==> config.mk <==
export PLATFORM = sky130hd
export DESIGN_NAME = ech_threshold_bank
export DESIGN_NICKNAME = d
export VERILOG_FILES = /design/src/logic/ech_pkg.sv /design/src/logic/ech_chan_check.sv /design/src/logic/ech_pace_check.sv /design/src/logic/ech_threshold_bank.sv
export SDC_FILE = /design/constraint.sdc
export NUM_CORES = 1
export LEC_CHECK = 0
export BUFFER_PORTS_ARGS = -buffer_cell sky130_fd_sc_hd__buf_4
export CORE_AREA = 4 4 157 311
export DETAILED_ROUTE_END_ITERATION = 7
export DIE_AREA = 0 0 161 315
export PLACE_DENSITY = 0.56
export SLEW_MARGIN = 20
export SYNTH_ARGS = -nofsm -noshare
export SYNTH_HDL_FRONTEND = slang
export SYNTH_SLANG_ARGS = --single-unit
==> constraint.sdc <==
create_clock -name aclk -period 8.2 [get_ports aclk]
set_clock_uncertainty 0.15 [all_clocks]
set_input_delay 0.41 -clock aclk [delete_from_list [all_inputs] [get_ports aclk]]
set_output_delay 0.41 -clock aclk [all_outputs]
set_load 0.1 [all_outputs]
==> src/logic/ech_pkg.sv <==
package ech_pkg;
    // register indices; byte address is four times the index
    localparam logic [7:0]  IDX_UPPER   = 8'h0c;
    localparam logic [7:0]  IDX_LOWER   = 8'h0d;
    localparam logic [7:0]  IDX_EDGE    = 8'h0e;
    localparam logic [7:0]  IDX_LEVEL   = 8'h0f;
    localparam logic [7:0]  IDX_CHEN    = 8'h1b;
    localparam logic [7:0]  IDX_OOR     = 8'h1c;
    localparam logic [7:0]  IDX_LIVE    = 8'h1d;
    // reset values
    localparam logic [23:0] RST_UPPER   = 24'h00ffff;
    localparam logic [23:0] RST_LOWER   = 24'h000000;
    localparam logic [23:0] RST_EDGE    = 24'h000001;
    localparam logic [23:0] RST_LEVEL   = 24'h000001;
    // writable bits of the margin registers; bits 23:20 read zero
    localparam logic [23:0] MASK_MARGIN = 24'h0fffff;
    localparam logic [23:0] MASK_PACE   = 24'hffffff;
    // field positions
    localparam int          MARGIN_LSB  = 16;
    localparam int          MARGIN_W    = 4;
    localparam int          DETACH_W    = 16;
    localparam int          PACER_W     = 8;
    localparam int          STEP_SHIFT  = 6;
    localparam int          LIVE_DLO    = 8;
    localparam int          LIVE_EDGE   = 16;
    localparam int          LIVE_LVL    = 20;
    // the deepest margin code moves the high limit this far from full scale and the low limit this far from zero
    localparam logic [23:0] LIMIT_SPAN  = 24'h0003c0;
    // bus
    localparam int          ADDR_W      = 12;
    localparam logic [1:0]  RESP_OKAY   = 2'h0;
    localparam logic [1:0]  RESP_SLVERR = 2'h2;

    typedef struct packed {
        logic              awvalid;
        logic [ADDR_W-1:0] awaddr;
        logic              wvalid;
        logic [31:0]       wdata;
        logic [3:0]        wstrb;
        logic              bready;
        logic              arvalid;
        logic [ADDR_W-1:0] araddr;
        logic              rready;
    } ech_axi_req_s;

    typedef struct packed {
        logic              awready;
        logic              wready;
        logic              bvalid;
        logic [1:0]        bresp;
        logic              arready;
        logic              rvalid;
        logic [31:0]       rdata;
        logic [1:0]        rresp;
    } ech_axi_rsp_s;
endpackage

==> src/logic/ech_chan_check.sv <==
module ech_chan_check #(
    parameter int DW = 24
) (
    // conversion and ac detection inputs
    input  wire logic [DW-1:0]                conv_data,
    input  wire logic [ech_pkg::DETACH_W-1:0] ac_level,
    // programmed limits
    input  wire logic [ech_pkg::MARGIN_W-1:0] high_margin,
    input  wire logic [ech_pkg::MARGIN_W-1:0] low_margin,
    input  wire logic [ech_pkg::DETACH_W-1:0] upper_level,
    input  wire logic [ech_pkg::DETACH_W-1:0] lower_level,
    // comparison results
    output logic                              over,
    output logic                              under,
    output logic                              detach_hi,
    output logic                              detach_lo
);
    import ech_pkg::*;

    localparam int PAD = DW - MARGIN_W - STEP_SHIFT;

    if (PAD < 1) begin : g_chk
        $error("ech_chan_check: DW too narrow for the margin step");
    end

    logic [DW-1:0] high_limit;
    logic [DW-1:0] low_limit;

    // margin times 64 taken off full scale, or added to zero
    assign high_limit = {DW{1'b1}} - {{PAD{1'b0}}, high_margin, {STEP_SHIFT{1'b0}}};
    assign low_limit  = {{PAD{1'b0}}, low_margin, {STEP_SHIFT{1'b0}}};
    assign over       = conv_data > high_limit;
    assign under      = conv_data < low_limit;
    assign detach_hi  = ac_level >= upper_level;
    assign detach_lo  = ac_level <= lower_level;
endmodule

==> src/logic/ech_pace_check.sv <==
module ech_pace_check (
    // pace front-end measurements
    input  wire logic [15:0]                 slope,
    input  wire logic [15:0]                 level,
    // programmed thresholds
    input  wire logic [ech_pkg::PACER_W-1:0] slope_limit,
    input  wire logic [ech_pkg::PACER_W-1:0] level_limit,
    input  wire logic [ech_pkg::PACER_W-1:0] amplitude_limit,
    // comparison results
    output logic                             edge_hit,
    output logic                             level_hit
);
    import ech_pkg::*;

    logic [PACER_W-1:0] eff_slope;
    logic signed [15:0] lvl_thr;

    // zero falls back to half the amplitude threshold
    assign eff_slope = (slope_limit == '0) ? {1'b0, amplitude_limit[PACER_W-1:1]}
                                            : slope_limit;
    assign edge_hit  = slope >= {8'h00, eff_slope};
    // signed steps: a negative limit trips on the way down
    assign lvl_thr   = {{8{level_limit[PACER_W-1]}}, level_limit};
    assign level_hit = level_limit[PACER_W-1] ? ($signed(level) <= lvl_thr)
                                              : ($signed(level) >= lvl_thr);
endmodule

==> src/logic/ech_threshold_bank.sv <==
// Summary of operation
// - A conversion above full scale minus the high margin times 64 is out of range.
// - High margin zero leaves the limit at full scale; code 1111 puts it 960 below.
// - A conversion below zero plus the low margin times 64 is out of range.
// - Low margin zero leaves the limit at zero; code 1111 puts it 960 above.
// - Ac detach is reported when the level is at or above the upper level field.
// - Ac detach is reported when the level is at or below the lower level field.
// - Each pace channel has its own 8-bit slope limit; zero means half the amplitude limit.
// - Each pace channel level limit is a signed twos-complement step count.
// - The upper level register sits at index 0x0c and resets to 0x00ffff.
//
// The implementer's own choice: register access over AXI4-Lite.
module ech_threshold_bank #(
    parameter int NCH = 5,
    parameter int NPACE = 3,
    parameter int DW = 24
) (
    // clock and reset
    input  wire logic                               aclk,
    input  wire logic                               aresetn,
    // register bus
    input  wire ech_pkg::ech_axi_req_s              axi_req,
    output ech_pkg::ech_axi_rsp_s                   axi_rsp,
    // conversions
    input  wire logic                               conv_valid,
    input  wire logic [NCH*DW-1:0]                  conv_data,
    // ac detach measurement
    input  wire logic                               ac_valid,
    input  wire logic [NCH*ech_pkg::DETACH_W-1:0]   ac_level,
    // pace measurement
    input  wire logic                               pace_valid,
    input  wire logic [NPACE*16-1:0]                pace_slope,
    input  wire logic [NPACE*16-1:0]                pace_level,
    input  wire logic [ech_pkg::PACER_W-1:0]        pacer_amplitude_limit,
    // results
    output logic [NCH-1:0]                          oor_err,
    output logic [NCH-1:0]                          detach_hi,
    output logic [NCH-1:0]                          detach_lo,
    output logic [NPACE-1:0]                        pace_edge_hit,
    output logic [NPACE-1:0]                        pace_level_hit
);
    import ech_pkg::*;

    if (NCH < 1 || NCH > 8 || NPACE < 1 || NPACE > 3 || DW < 11) begin : g_chk
        $error("ech_threshold_bank: unsupported channel count or width");
    end

    typedef struct packed {
        logic              aw_ok;
        logic              w_ok;
        logic [7:0]        widx;
        logic [23:0]       wdata;
        logic [2:0]        wstrb;
        logic              bvalid;
        logic [1:0]        bresp;
        logic              rvalid;
        logic [1:0]        rresp;
        logic [31:0]       rdata;
        logic [23:0]       upper;
        logic [23:0]       lower;
        logic [23:0]       slope;
        logic [23:0]       level;
        logic [NCH-1:0]    chen;
        logic [NCH-1:0]    oor_sticky;
        logic [NCH-1:0]    oor;
        logic [NCH-1:0]    dhi;
        logic [NCH-1:0]    dlo;
        logic [NPACE-1:0]  edge_hit;
        logic [NPACE-1:0]  lvl_hit;
    } ech_state_s;

    ech_state_s st;
    ech_state_s next_st;

    logic [NCH-1:0]   over;
    logic [NCH-1:0]   under;
    logic [NCH-1:0]   dhi_now;
    logic [NCH-1:0]   dlo_now;
    logic [NPACE-1:0] edge_now;
    logic [NPACE-1:0] lvl_now;

    for (genvar c = 0; c < NCH; c++) begin : g_chan
        ech_chan_check #(
            .DW(DW)
        ) u_chk (
            .conv_data   (conv_data[c*DW +: DW]),
            .ac_level    (ac_level[c*DETACH_W +: DETACH_W]),
            .high_margin (st.upper[MARGIN_LSB +: MARGIN_W]),
            .low_margin  (st.lower[MARGIN_LSB +: MARGIN_W]),
            .upper_level (st.upper[DETACH_W-1:0]),
            .lower_level (st.lower[DETACH_W-1:0]),
            .over        (over[c]),
            .under       (under[c]),
            .detach_hi   (dhi_now[c]),
            .detach_lo   (dlo_now[c])
        );
    end

    for (genvar p = 0; p < NPACE; p++) begin : g_pace
        ech_pace_check u_pace (
            .slope           (pace_slope[p*16 +: 16]),
            .level           (pace_level[p*16 +: 16]),
            .slope_limit     (st.slope[p*PACER_W +: PACER_W]),
            .level_limit     (st.level[p*PACER_W +: PACER_W]),
            .amplitude_limit (pacer_amplitude_limit),
            .edge_hit        (edge_now[p]),
            .level_hit       (lvl_now[p])
        );
    end

    function automatic logic [23:0] merge(input logic [23:0] old, input logic [23:0] val,
                                          input logic [2:0] strb, input logic [23:0] mask);
        logic [23:0] res;
        res = old;
        for (int b = 0; b < 3; b++) begin
            if (strb[b]) begin
                res[b*8 +: 8] = val[b*8 +: 8];
            end
        end
        return res & mask;
    endfunction

    assign axi_rsp.awready = !st.aw_ok;
    assign axi_rsp.wready  = !st.w_ok;
    assign axi_rsp.bvalid  = st.bvalid;
    assign axi_rsp.bresp   = st.bresp;
    assign axi_rsp.arready = !st.rvalid;
    assign axi_rsp.rvalid  = st.rvalid;
    assign axi_rsp.rdata   = st.rdata;
    assign axi_rsp.rresp   = st.rresp;

    assign oor_err        = st.oor;
    assign detach_hi      = st.dhi;
    assign detach_lo      = st.dlo;
    assign pace_edge_hit  = st.edge_hit;
    assign pace_level_hit = st.lvl_hit;

    always_comb begin
        logic [NCH-1:0] oor_set;
        logic [NCH-1:0] oor_clr;
        logic [31:0]    live;
        logic [7:0]     ridx;
        next_st = st;
        oor_set = '0;
        oor_clr = '0;
        live    = '0;
        ridx    = axi_req.araddr[9:2];
        live[NCH-1:0]              = st.dhi;
        live[LIVE_DLO +: NCH]      = st.dlo;
        live[LIVE_EDGE +: NPACE]   = st.edge_hit;
        live[LIVE_LVL +: NPACE]    = st.lvl_hit;

        // address and data may come in either order
        if (axi_req.awvalid && !st.aw_ok) begin
            next_st.aw_ok = 1'b1;
            next_st.widx  = axi_req.awaddr[9:2];
        end
        if (axi_req.wvalid && !st.w_ok) begin
            next_st.w_ok  = 1'b1;
            next_st.wdata = axi_req.wdata[23:0];
            next_st.wstrb = axi_req.wstrb[2:0];
        end
        if (st.aw_ok && st.w_ok && !st.bvalid) begin
            next_st.aw_ok  = 1'b0;
            next_st.w_ok   = 1'b0;
            next_st.bvalid = 1'b1;
            next_st.bresp  = RESP_OKAY;
            unique case (st.widx)
                IDX_UPPER: begin
                    next_st.upper = merge(st.upper, st.wdata, st.wstrb, MASK_MARGIN);
                end
                IDX_LOWER: begin
                    next_st.lower = merge(st.lower, st.wdata, st.wstrb, MASK_MARGIN);
                end
                IDX_EDGE: begin
                    next_st.slope = merge(st.slope, st.wdata, st.wstrb, MASK_PACE);
                end
                IDX_LEVEL: begin
                    next_st.level = merge(st.level, st.wdata, st.wstrb, MASK_PACE);
                end
                IDX_CHEN: begin
                    if (st.wstrb[0]) begin
                        next_st.chen = st.wdata[NCH-1:0];
                    end
                end
                IDX_OOR: begin
                    if (st.wstrb[0]) begin
                        oor_clr = st.wdata[NCH-1:0];
                    end
                end
                IDX_LIVE: begin
                    next_st.bresp = RESP_OKAY;
                end
                default: begin
                    next_st.bresp = RESP_SLVERR;
                end
            endcase
        end
        if (st.bvalid && axi_req.bready) begin
            next_st.bvalid = 1'b0;
        end

        if (axi_req.arvalid && !st.rvalid) begin
            next_st.rvalid = 1'b1;
            next_st.rresp  = RESP_OKAY;
            next_st.rdata  = '0;
            unique case (ridx)
                IDX_UPPER: next_st.rdata[23:0] = st.upper;
                IDX_LOWER: next_st.rdata[23:0] = st.lower;
                IDX_EDGE:  next_st.rdata[23:0] = st.slope;
                IDX_LEVEL: next_st.rdata[23:0] = st.level;
                IDX_CHEN:  next_st.rdata[NCH-1:0] = st.chen;
                IDX_OOR:   next_st.rdata[NCH-1:0] = st.oor_sticky;
                IDX_LIVE:  next_st.rdata = live;
                default:   next_st.rresp = RESP_SLVERR;
            endcase
        end else if (st.rvalid && axi_req.rready) begin
            next_st.rvalid = 1'b0;
        end

        // each conversion refreshes the per-channel error
        if (conv_valid) begin
            next_st.oor = (over | under) & st.chen;
            oor_set     = next_st.oor;
        end
        if (ac_valid) begin
            next_st.dhi = dhi_now & st.chen;
            next_st.dlo = dlo_now & st.chen;
        end
        if (pace_valid) begin
            next_st.edge_hit = edge_now;
            next_st.lvl_hit  = lvl_now;
        end
        // a new error wins over a clear in the same cycle
        next_st.oor_sticky = (st.oor_sticky & ~oor_clr) | oor_set;
    end

    always_ff @(posedge aclk) begin
        if (!aresetn) begin
            st       <= '0;
            st.upper <= RST_UPPER;
            st.lower <= RST_LOWER;
            st.slope <= RST_EDGE;
            st.level <= RST_LEVEL;
            st.chen  <= '1;
        end else begin
            st <= next_st;
        end
    end

    logic [DW-1:0] full0;
    logic [DW-1:0] hi_lim0;
    logic [DW-1:0] lo_lim0;
    logic [DW-1:0] data0;
    logic [15:0]   ac0;
    logic [15:0]   slope0;
    logic [7:0]    slope_thr0;
    logic signed [15:0] lvl0;
    logic signed [7:0]  lvl_thr0;

    assign full0      = {DW{1'b1}};
    assign hi_lim0    = full0 - DW'(st.upper[19:16]) * DW'(64);
    assign lo_lim0    = DW'(st.lower[19:16]) * DW'(64);
    assign data0      = conv_data[DW-1:0];
    assign ac0        = ac_level[15:0];
    assign slope0     = pace_slope[15:0];
    assign slope_thr0 = st.slope[7:0];
    assign lvl0       = $signed(pace_level[15:0]);
    assign lvl_thr0   = $signed(st.level[7:0]);
endmodule

==> summary.txt <==
die area -> 50700 um^2
DRC viols -> 0
worst setup path start -> slope_thr0[5]$_SDFFE_PN0P_
Die Y -> 315 um
RSZ-0062 raised after global routing -> false
synthesized instance count -> 1713
R2R Setup Slk -> 5.33 ns
largest net degree at the start of global routing -> 85
multi-input logic area -> 10100 um^2
CTS tree -> yes
Initial DRC Count -> 792
Pre-Repair DR Iteration Count -> 6
P_int -> 1.60 mW
Setup violations, final -> 0
sequential area share after synthesis -> 24.9%
crit end category -> flip-flop
layout net count -> 2680
Post-synth ARST share -> 0%
dpl cells -> 2647
global route overflow -> 0
detailed placer's ending HPWL -> 49500 um
vias in the first global route -> 14800
Slew headroom -> 27.4%
PwrDens -> 125 nW/um^2
CTS root buf -> clkbuf_16
post-cts sizing count -> 0
Port Buf Inserts -> 407
CP Capture Point -> pace_edge_hit[0]$_SDFFE_PN0P_
Seq pwr share -> 40.9%
clk_lat worst skew -> 0.45 ns
Synth Area per Inst -> 8.62 um^2
EDFF count, synth -> 0
CTS Buf Count -> 17
FF-to-FF End -> pace_edge_hit[0]$_SDFFE_PN0P_
post-place setup slack -> 5.36 ns
Initial Util -> 31.7%
FILL cells -> 4877
RR Startpoint -> slope_thr0[5]$_SDFFE_PN0P_
total number of vias -> 14100
ys flop type -> dfxtp_1
FF+latch count, synth -> 184
CP max FO -> 6
PnR worst setup slack -> 5.33 ns
Setup Buffers After CTS -> 0
final slew viol count -> 0
DRT Wirelength -> 59300 um
total of max-cap violations -> 0
initial antenna violation count -> 2
power share of the combinational group -> 21.5%
Least-Margin Pin Slew -> 1.09 ns
Post-DP Area -> 17900 um^2
share of layout cells above drive strength 1 -> 23.7%
count of cell types in the netlist -> 68
mapped cell area -> 14800 um^2
Vias/cell -> 5.24
CTS clock-pin slew for the worst setup and hold paths -> 0.08 ns
CP required -> 8.40 ns
IO Pins -> 436
Clk pwr share -> 37.6%
Antenna Nets Post-Route -> 0
Cell Rows -> 112
final hold vios -> 0
clock sinks -> 184
final non-filler cell total -> 2681
setup TNS -> 0 ns
Max Fclk -> 348 MHz
CTS HTree Levels -> 4
Layout Cell Area excl Fill -> 18600 um^2
Hold Crit Class -> in2reg
worst r2r path cells -> 11
sw frac -> 30.6%
Die W -> 161 um
status -> finished clean
critical path arrival -> 3.07 ns
final core occ -> 39.9%
final period utilization -> 35.0%
leakage power -> 8.42 nW
VDD IR max -> 0.135 mV
synthesis-to-finish area growth -> 25.6%
YS warnings -> 0
Reg area -> 3680 um^2
CP startpoint kind -> flip-flop
Max clock buf depth -> 2
CTS Hold Bufs -> 0
sw power -> 0.708 mW
Placer Congestion -> 0.892
total core area -> 46500 um^2
Setup Crit Path Kind -> reg2reg
Total GRT Usage -> 22.5%
Tmin final -> 2.87 ns
first-pass GRT wire length -> 86400 um
wire per inst -> 22.1 um
==> worst max-delay path: stages (launching register included) <==
cell	delay [ns]
dfxtp_1	0.37
or4_1	0.51
nor4_1	0.24
and2b_1	0.26
a21o_1	0.14
ha_1	0.21
nand2b_1	0.14
a21oi_1	0.14
nor2b_1	0.05
o21ai_0	0.16
a21oi_1	0.09
o311a_1	0.30
==> sequential cells by signal (all words and copies together) (netlist names) <==
| signal | count |
|---|---|
| detach_hi | 5 |
| slope_thr0 | 8 |
| oor_err | 5 |
| pace_edge_hit | 3 |
| detach_lo | 5 |
| axi_rsp | 28 |
| pace_level_hit | 3 |
| lvl_thr0 | 8 |
| st | 119 |
==> power groups by stage <==
| stage | logic (mW) | clock network [mW] | registers (mW) |
|---|---|---|---|
| after floorplan | 0.285 | 0 | 0.946 |
| after global placement | 0.487 | 0 | 0.965 |
| after detailed placement | 0.498 | 0 | 0.966 |
| after CTS | 0.500 | 0.886 | 0.945 |
| after global routing | 0.542 | 0.916 | 0.947 |
| final | 0.497 | 0.869 | 0.945 |
==> cells in the mapped netlist, types with 11 or more instances <==
library cell    n  area [um^2]
mux2_2         15          169
o21ai_0        60          300
mux2i_1        55          551
a21o_1         78          586
nand2_1       233          875
dfxtp_1       184         3680
a21boi_1       46          345
o211ai_1       17          128
ha_1          267         3340
nor2b_1        57          357
and3_1         13         81.3
a21oi_1       101          505
nand3_1        21          105
nor4_1         24          150
buf_4          65          488
nor3_1         22          110
inv_1          79          297
a21boi_0       40          300
nand4_1        67          419
nand2b_1       21          131
nor2_1         33          124
a22oi_1        11         82.6
a211oi_1       16          120
clkbuf_1       30          113
==> area by class of cell <==
cell class,instances,area share [%]
Antenna cell,2,0.0270
Clock buffer,18,2.37
Clock inverter,14,0.877
Inverter,79,1.60
Multi-Input combinational cell,1346,54.4
Sequential cell,184,19.9
Tap cell,627,4.23
Timing Repair Buffer,411,16.6
==> through the flow <==
stage               total power [mW]  hold WS, ns
CTS                             2.33      0.00881
finish                          2.31       0.0228
global route                    2.40       0.0276
detailed placement              1.46        0.302
global placement                1.45        0.297
floorplan                       1.23        0.276
==> per-layer routing <==
layer | part of all wire (%) | track usage [%] | up-vias | routed length, um
met1 | 34 | 21.4 | 6545 | 20100
li1 | - | - | 6894 | -
met5 | 0 | 0 | - | 0
met2 | 55 | 44.5 | 488 | 32600
met4 | 6.3 | 13.6 | 0 | 3750
met3 | 4.7 | 3.48 | 129 | 2780
==> worst min path at each step <==
stage | start | endpoint | slack, ns | depth (start not counted)
after floorplan | axi_rsp[15]$_SDFFE_PN0P_ | axi_rsp[15]$_SDFFE_PN0P_ | 0.28 | 2
after global placement | axi_rsp[23]$_SDFFE_PN0P_ | axi_rsp[23]$_SDFFE_PN0P_ | 0.30 | 2
after detailed placement | axi_rsp[6]$_SDFFE_PN0P_ | axi_rsp[6]$_SDFFE_PN0P_ | 0.30 | 2
after CTS | axi_req[64] | st[201]$_SDFFE_PP0P_ | 0.009 | 3
after global routing | axi_req[64] | st[201]$_SDFFE_PP0P_ | 0.03 | 3
final | axi_req[64] | st[201]$_SDFFE_PP0P_ | 0.02 | 3
==> placed cells by master, fill, tap and decap left out, types with 11 or more instances in the layout <==
cell type and count:
a211oi_1 16, a21boi_0 40, a21boi_1 46, a21o_1 78, a21oi_1 101, a22oi_1 11, and3_1 13, buf_4 411
clkbuf_16 17, dfxtp_1 184, ha_1 267, inv_1 79, mux2_2 15, mux2i_1 55, nand2_1 233, nand2b_1 21
nand3_1 21, nand4_1 67, nor2_1 32, nor2b_1 55, nor3_1 22, nor4_1 24, o211ai_1 17, o21ai_0 60
==> cells by family after synthesis <==
kind of cell	share of synthesized area, %
simple gates	19.4
compound gates	19.8
fa+ha+maj	22.6
buf+inv	6.96
flops	24.9
mux	5.94
xor+xnor	0.356
other cells	0.0254
(Power assumes the default switching activity.)
